$ cat config.mk
export PLATFORM = sky130hd
export DESIGN_NAME = phg_gate
export DESIGN_NICKNAME = d
export VERILOG_FILES = /design/src/core/phg_pkg.sv /design/src/core/phg_health.sv /design/src/core/phg_gate.sv
export SDC_FILE = /design/constraint.sdc
export NUM_CORES = 1
export LEC_CHECK = 0
export ABC_AREA = 1
export BUFFER_PORTS_ARGS = -buffer_cell sky130_fd_sc_hd__buf_2
export CAP_MARGIN = 20
export CELL_PAD_IN_SITES_DETAIL_PLACEMENT = 2
export CELL_PAD_IN_SITES_GLOBAL_PLACEMENT = 2
export CORE_ASPECT_RATIO = 1.5
export CORE_MARGIN = 4
export CORE_UTILIZATION = 30
export CTS_CLUSTER_SIZE = 14
export DETAILED_ROUTE_END_ITERATION = 8
export PLACE_DENSITY_LB_ADDON = 0.1
export SLEW_MARGIN = 20
export SYNTH_ARGS = -nofsm -noshare
export SYNTH_HDL_FRONTEND = slang
export SYNTH_SLANG_ARGS = --single-unit
$ cat constraint.sdc
create_clock -name ref_clk -period 2.6 [get_ports ref_clk]
set_input_delay 0.26 -clock ref_clk [delete_from_list [all_inputs] [get_ports ref_clk]]
set_output_delay 0.26 -clock ref_clk [all_outputs]
set_load 0.05 [all_outputs]
$ cat src/core/phg_pkg.sv
`default_nettype none
package phg_pkg;
   // ----------------------------------------------------------------
   // health test figures
   // ----------------------------------------------------------------
   localparam int RUN_LIMIT = 32;   // identical raw bits taken as total loss
   localparam int WIN_LEN = 256;    // raw bits per statistical window
   localparam int ONES_LO = 96;     // least tolerated ones per window
   localparam int ONES_HI = 160;    // most tolerated ones per window
   // ----------------------------------------------------------------
   // word formats
   // ----------------------------------------------------------------
   localparam int WORD_NARROW = 8;
   localparam int WORD_WIDE = 16;
   localparam int GUARD_LEN = RUN_LIMIT; // raw bits a finished word waits
   // ----------------------------------------------------------------
   // generator states
   // ----------------------------------------------------------------
   typedef enum logic [1:0]
   {
      PHG_IDLE = 2'h0,
      PHG_STARTUP = 2'h1,
      PHG_RUN = 2'h2,
      PHG_FAILED = 2'h3
   } phg_state_type;
endpackage
`default_nettype wire

$ cat src/core/phg_health.sv
`default_nettype none
module phg_health #(
   parameter int RUN_LIMIT = phg_pkg::RUN_LIMIT,
   parameter int WIN_LEN = phg_pkg::WIN_LEN,
   parameter int ONES_LO = phg_pkg::ONES_LO,
   parameter int ONES_HI = phg_pkg::ONES_HI
) (
   input wire logic ref_clk,
   input wire logic rst,
   input wire logic clear,
   input wire logic sample,
   input wire logic rawBit,
   output logic totalFail,
   output logic statFail,
   output logic windowPass
);
   localparam int RW = $clog2(RUN_LIMIT + 1);
   localparam int WW = $clog2(WIN_LEN + 1);

   logic lastBit, next_lastBit;
   logic [RW-1:0] runCount, next_runCount;
   logic [WW-1:0] winCount, next_winCount;
   logic [WW-1:0] onesCount, next_onesCount;
   logic [WW-1:0] onesNow;

   // ----------------------------------------------------------------
   // repetition and ones-count tests
   // ----------------------------------------------------------------
   always_comb
   begin
      next_lastBit = lastBit;
      next_runCount = runCount;
      next_winCount = winCount;
      next_onesCount = onesCount;
      totalFail = 1'b0;
      statFail = 1'b0;
      windowPass = 1'b0;
      onesNow = onesCount + {{(WW-1){1'b0}}, rawBit};
      if (clear)
      begin
         next_runCount = '0;
         next_winCount = '0;
         next_onesCount = '0;
      end
      else if (sample)
      begin
         next_lastBit = rawBit;
         // stuck source shows as a long run of one value
         if (rawBit == lastBit && runCount != '0)
            next_runCount = runCount + RW'(1);
         else
            next_runCount = RW'(1);
         if (next_runCount == RW'(RUN_LIMIT))
         begin
            totalFail = 1'b1;
            next_runCount = '0;
         end
         // window test runs on every raw bit, forever
         if (winCount == WW'(WIN_LEN - 1))
         begin
            if (onesNow < WW'(ONES_LO) || onesNow > WW'(ONES_HI))
               statFail = 1'b1;
            else
               windowPass = 1'b1;
            next_winCount = '0;
            next_onesCount = '0;
         end
         else
         begin
            next_winCount = winCount + WW'(1);
            next_onesCount = onesNow;
         end
      end
   end

   always_ff @(posedge ref_clk or posedge rst)
   begin
      if (rst)
      begin
         lastBit <= 1'b0;
         runCount <= '0;
         winCount <= '0;
         onesCount <= '0;
      end
      else
      begin
         lastBit <= next_lastBit;
         runCount <= next_runCount;
         winCount <= next_winCount;
         onesCount <= next_onesCount;
      end
   end
endmodule
`default_nettype wire

$ cat src/core/phg_gate.sv
`default_nettype none
// Notes on behaviour
// - random words come only from the physical raw bit stream.
// - a stuck-source test starts on every raw bit once the generator starts.
// - after a total failure no random word leaves until restart.
// - a word touching bits near a failure is held back and dropped.
// - a ones-count window test runs on raw bits from start.
// - the window test keeps running for as long as the generator runs.
// - output stays blocked until a start window passes, and on any defect.
// - words are 8 or 16 bits wide, chosen at start.
// - every raw bit feeds the window test, so defects show within a window.
module phg_gate #(
   parameter int RUN_LIMIT = phg_pkg::RUN_LIMIT,
   parameter int WIN_LEN = phg_pkg::WIN_LEN,
   parameter int GUARD_LEN = phg_pkg::GUARD_LEN
) (
   input wire logic ref_clk,
   input wire logic rst,
   input wire logic rngEnable,
   input wire logic wordWide,
   input wire logic rawBit,
   input wire logic rawValid,
   output logic [15:0] rndWord,
   output logic rndValid,
   output logic startupDone,
   output logic failTotal,
   output logic failStat
);
   localparam int GW = $clog2(GUARD_LEN + 1);

   phg_pkg::phg_state_type state, next_state;
   logic wideMode, next_wideMode;
   logic [15:0] shiftReg, next_shiftReg;
   logic [4:0] bitCount, next_bitCount;
   logic [15:0] pendWord, next_pendWord;
   logic pending, next_pending;
   logic [GW-1:0] guardCount, next_guardCount;
   logic [15:0] next_rndWord;
   logic next_rndValid, next_startupDone, next_failTotal, next_failStat;
   logic active, sample, healthClear;
   logic healthTotal, healthStat, healthPass;
   logic [4:0] wordLen;

   assign active = (state == phg_pkg::PHG_STARTUP) || (state == phg_pkg::PHG_RUN);
   assign sample = active && rawValid;
   assign healthClear = (state == phg_pkg::PHG_IDLE);
   assign wordLen = wideMode ? 5'(phg_pkg::WORD_WIDE) : 5'(phg_pkg::WORD_NARROW);

   // ----------------------------------------------------------------
   // health tests on the raw stream
   // ----------------------------------------------------------------
   phg_health #(
      .RUN_LIMIT(RUN_LIMIT),
      .WIN_LEN(WIN_LEN),
      .ONES_LO(phg_pkg::ONES_LO),
      .ONES_HI(phg_pkg::ONES_HI)
   ) u_health (
      .ref_clk(ref_clk),
      .rst(rst),
      .clear(healthClear),
      .sample(sample),
      .rawBit(rawBit),
      .totalFail(healthTotal),
      .statFail(healthStat),
      .windowPass(healthPass)
   );

   // ----------------------------------------------------------------
   // state, word assembly and output gate
   // ----------------------------------------------------------------
   always_comb
   begin
      next_state = state;
      next_wideMode = wideMode;
      next_shiftReg = shiftReg;
      next_bitCount = bitCount;
      next_pendWord = pendWord;
      next_pending = pending;
      next_guardCount = guardCount;
      next_rndWord = rndWord;
      next_rndValid = 1'b0;
      next_startupDone = startupDone;
      next_failTotal = failTotal;
      next_failStat = failStat;
      unique case (state)
         phg_pkg::PHG_IDLE:
         begin
            if (rngEnable)
            begin
               next_state = phg_pkg::PHG_STARTUP;
               next_wideMode = wordWide;
               next_failTotal = 1'b0;
               next_failStat = 1'b0;
            end
         end
         phg_pkg::PHG_STARTUP:
         begin
            if (healthPass)
            begin
               next_state = phg_pkg::PHG_RUN;
               next_startupDone = 1'b1;
            end
         end
         phg_pkg::PHG_RUN:
         begin
            // assemble raw bits while no word waits
            if (sample && !pending)
            begin
               next_shiftReg = {shiftReg[14:0], rawBit};
               if (bitCount + 5'(1) == wordLen)
               begin
                  next_pendWord = wideMode ? next_shiftReg : {8'h00, next_shiftReg[7:0]};
                  next_pending = 1'b1;
                  next_guardCount = '0;
                  next_bitCount = '0;
               end
               else
                  next_bitCount = bitCount + 5'(1);
            end
            // finished word waits for later bits to pass the stuck test
            else if (sample && pending && guardCount != GW'(GUARD_LEN))
               next_guardCount = guardCount + GW'(1);
            if (pending && guardCount == GW'(GUARD_LEN) && !healthTotal && !healthStat)
            begin
               next_rndWord = pendWord;
               next_rndValid = 1'b1;
               next_pending = 1'b0;
            end
            if (healthStat)
            begin
               next_state = phg_pkg::PHG_STARTUP;
               next_startupDone = 1'b0;
            end
         end
         phg_pkg::PHG_FAILED:
         begin
         end
      endcase
      // sticky flags; the set wins over the restart clear
      if (active && healthStat)
         next_failStat = 1'b1;
      if (active && healthTotal)
      begin
         next_failTotal = 1'b1;
         next_state = phg_pkg::PHG_FAILED;
         next_startupDone = 1'b0;
      end
      // any block drops the partial and waiting word
      if (next_state != phg_pkg::PHG_RUN)
      begin
         next_pending = 1'b0;
         next_bitCount = '0;
      end
      if (!rngEnable)
      begin
         next_state = phg_pkg::PHG_IDLE;
         next_startupDone = 1'b0;
         next_rndValid = 1'b0;
         next_pending = 1'b0;
         next_bitCount = '0;
      end
   end

   always_ff @(posedge ref_clk or posedge rst)
   begin
      if (rst)
      begin
         state <= phg_pkg::PHG_IDLE;
         wideMode <= 1'b0;
         shiftReg <= 16'h0000;
         bitCount <= 5'h00;
         pendWord <= 16'h0000;
         pending <= 1'b0;
         guardCount <= '0;
         rndWord <= 16'h0000;
         rndValid <= 1'b0;
         startupDone <= 1'b0;
         failTotal <= 1'b0;
         failStat <= 1'b0;
      end
      else
      begin
         state <= next_state;
         wideMode <= next_wideMode;
         shiftReg <= next_shiftReg;
         bitCount <= next_bitCount;
         pendWord <= next_pendWord;
         pending <= next_pending;
         guardCount <= next_guardCount;
         rndWord <= next_rndWord;
         rndValid <= next_rndValid;
         startupDone <= next_startupDone;
         failTotal <= next_failTotal;
         failStat <= next_failStat;
      end
   end
endmodule
`default_nettype wire

==> results.json <==
{
  "wl_met1_um": 4670,
  "hold_class": "primary input to asynchronous set/reset pin",
  "grt_util_all_layers_pct": 14.4,
  "rows": 54,
  "synth_warnings": 0,
  "layout_commonest_cell": "nand2_1",
  "critPathMaxStageDelay_ps": 410,
  "wire_per_inst_um": 15.0,
  "cp_max_fo": 10,
  "fin_cells": 744,
  "hpwl_um": 8300,
  "drcViolationCount": 0,
  "syn_inst": 504,
  "cts_tree": "yes",
  "critical_path_class": "register to register",
  "synth_nets": 522,
  "fin_nets": 561,
  "antenna_found_initial": 0,
  "fin_worst_skew_ps": 7.13,
  "slew_viol_final": 0,
  "grt_max_degree": 35,
  "holdWs_ps": 59.1,
  "seq_area_sq_mm": 0.00228,
  "gp_congestion": 0.759,
  "portBuffers": 25,
  "routed_wl_um": 11100,
  "die_h_um": 156,
  "end_kind": "register",
  "status": "finished, final reports clean",
  "fin_crit_ps": 2330,
  "leakage_nw": 2.45,
  "fillers": 1678,
  "slowest_stage": "dfrtp_1",
  "required_ps": 2830,
  "synth-seq-cells": 91,
  "finalHoldViolCount": 0,
  "syn_area_per_cell_sq_um": 8.73,
  "worstSetupStartpointType": "register",
  "grt_pass1_wl_um": 19300,
  "numCtsBuffers": 9,
  "setup_violations": 0,
  "postLayoutCoreUtil_pct": 36.0,
  "dr_wl_met2_um": 6130,
  "initial_core_util_pct": 30.4,
  "first_iter_violations": 91,
  "postCtsResizedCells": 0,
  "grt_pass1_vias": 3913,
  "clock.fmax_ghz": 0.429,
  "area_growth_pct": 18.2,
  "cts.sinks": 91,
  "multi_input_comb_area_sq_mm": 0.00177,
  "min_period_over_period_pct": 89.7,
  "dp.cells": 728,
  "antenna_left": 0,
  "root_buffer": "clkbuf_16",
  "drive_gt1_share_pct": 17.0,
  "power_density_mw_per_mm2": 585,
  "ios": 26,
  "viasPerCell": 4.73,
  "core_area_sq_mm": 0.0145,
  "syn_area_sq_mm": 0.00440,
  "fin_tns_setup_ps": 0,
  "dr_total_vias": 3516,
  "crit_buf_inv": 2,
  "cts_htree_levels": 3,
  "clkLatencyLatePin_ps": 340,
  "clkTransAtPathRegs_ps": 70,
  "cp_top_family": "simple AND/OR/NAND/NOR gates",
  "wl_met3_um": 213,
  "ys_types": 35,
  "top_layer": "met4",
  "worstPathCellList": "inv_1 -> ha_1 -> nand2_2 -> nor2_4 -> nand2_1 -> nor2_1 -> o31ai_1 -> nor2_1 -> inv_1 -> o21ai_0 -> a21oi_4 -> nand2_4 -> nor2_2",
  "rsz0062_at_grt": "no",
  "diodes": 0,
  "ys_seq_area_share_pct": 51.7,
  "mostFrequentLayoutCells": "nand2_1, dfrtp_1, inv_1",
  "die-area_sq_mm": 0.0167,
  "cts_hold_buf": 0,
  "gr-total-overflow": 0,
  "max_cap_viol_count": 0,
  "cts_buffer_depth": 2,
  "worst_pin_slew_ps": 816,
  "relSlewSlack_pct": 45.5,
  "power.total_mw": 3.04,
  "drt_first_pass_iters": 4,
  "max-vdd-ir-drop_mv": 0.265,
  "arrival_ps": 2560,
  "die_w_um": 107,
  "cts_setup_buffers": 0
}
[worst paths after layout]
check | start | end | slack, ps | depth (start not counted)
max | state[0]$_DFF_PP0_ | pending$_DFFE_PP0P_ | 270 | 13
min | rst | pendWord[10]$_DFFE_PP0P_ | 60 | 2
max reg2reg | state[0]$_DFF_PP0_ | pending$_DFFE_PP0P_ | 270 | 13
min reg2reg | rndWord[15]$_DFFE_PP0P_ | rndWord[15]$_DFFE_PP0P_ | 480 | 2
max in group asynchronous | rst | pendWord[14]$_DFFE_PP0P_ | 1900 | 3
min in group ref_clk | wordWide | wideMode$_DFFE_PP0P_ | 200 | 3
[per-stage QoR]
stage	worst slack, ps	instance area, sq um
global route	21.0	5200
detailed placement	171	4860
floorplan	507	4410
finish	268	5200
global placement	271	4860
CTS	139	5180
[cell usage after synthesis (all sizes together)]
cell	number	share of area, %
nand2	118	11
a21oi	8	1.3
o32ai	7	1.4
o211ai	2	0.34
o31ai	1	0.17
nor2	40	4.2
clkbuf	3	0.26
o21ai	52	5.9
ha	12	3.4
o22ai	14	2.0
nand4	6	1.2
xnor2	3	0.60
a211oi	1	0.17
dfrtp	91	52
nor3	4	0.71
nor3b	1	0.17
clkinv	2	0.17
buf	6	0.68
xor2	12	2.6
nor4	2	0.28
inv	84	7.2
nand3	35	4.6
[cell type report]
| cell class | instances | share of cell area [%] |
|---|---|---|
| Clock buffer | 9 | 4.33 |
| Timing Repair Buffer | 37 | 4.86 |
| Inverter | 86 | 6.35 |
| Tap cell | 196 | 4.71 |
| Sequential cell | 91 | 43.8 |
| Multi-Input combinational cell | 318 | 34.1 |
| Clock inverter | 7 | 1.88 |
[sequential cells by signal, summed over array words and instances, names as in the netlist]
register,cells
u_health.winCount,9
pending,1
rndValid,1
failTotal,1
failStat,1
rndWord,16
startupDone,1
guardCount,6
u_health.runCount,6
shiftReg,15
pendWord,16
wideMode,1
u_health.onesCount,9
u_health.lastBit,1
state,2
bitCount,5
[cells by family after synthesis]
group	after synthesis	synth area share (%)
buffers and inverters	95	8.27
adders and majority gates	12	3.41
and+or+nand+nor	206	22.2
DFF	91	51.7
xor gates and xnor gates	15	3.16
AOI/OAI and AO/OA	85	11.2
[routing by layer]
metal	global-route usage (%)	vias up
met1	16.4	1785
met5	0	-
met2	27.5	29
met4	3.29	0
met3	2.68	11
li1	-	1691
[report_power, final]
part	internal (mW)	switching, mW	leakage (nW)
logic	0.0436	0.107	1.13
clock network	0.849	0.607	0.152
registers	1.43	0.00959	1.16
total	2.32	0.723	2.45
No activity file was read; power rests on OpenSTA's default activity.
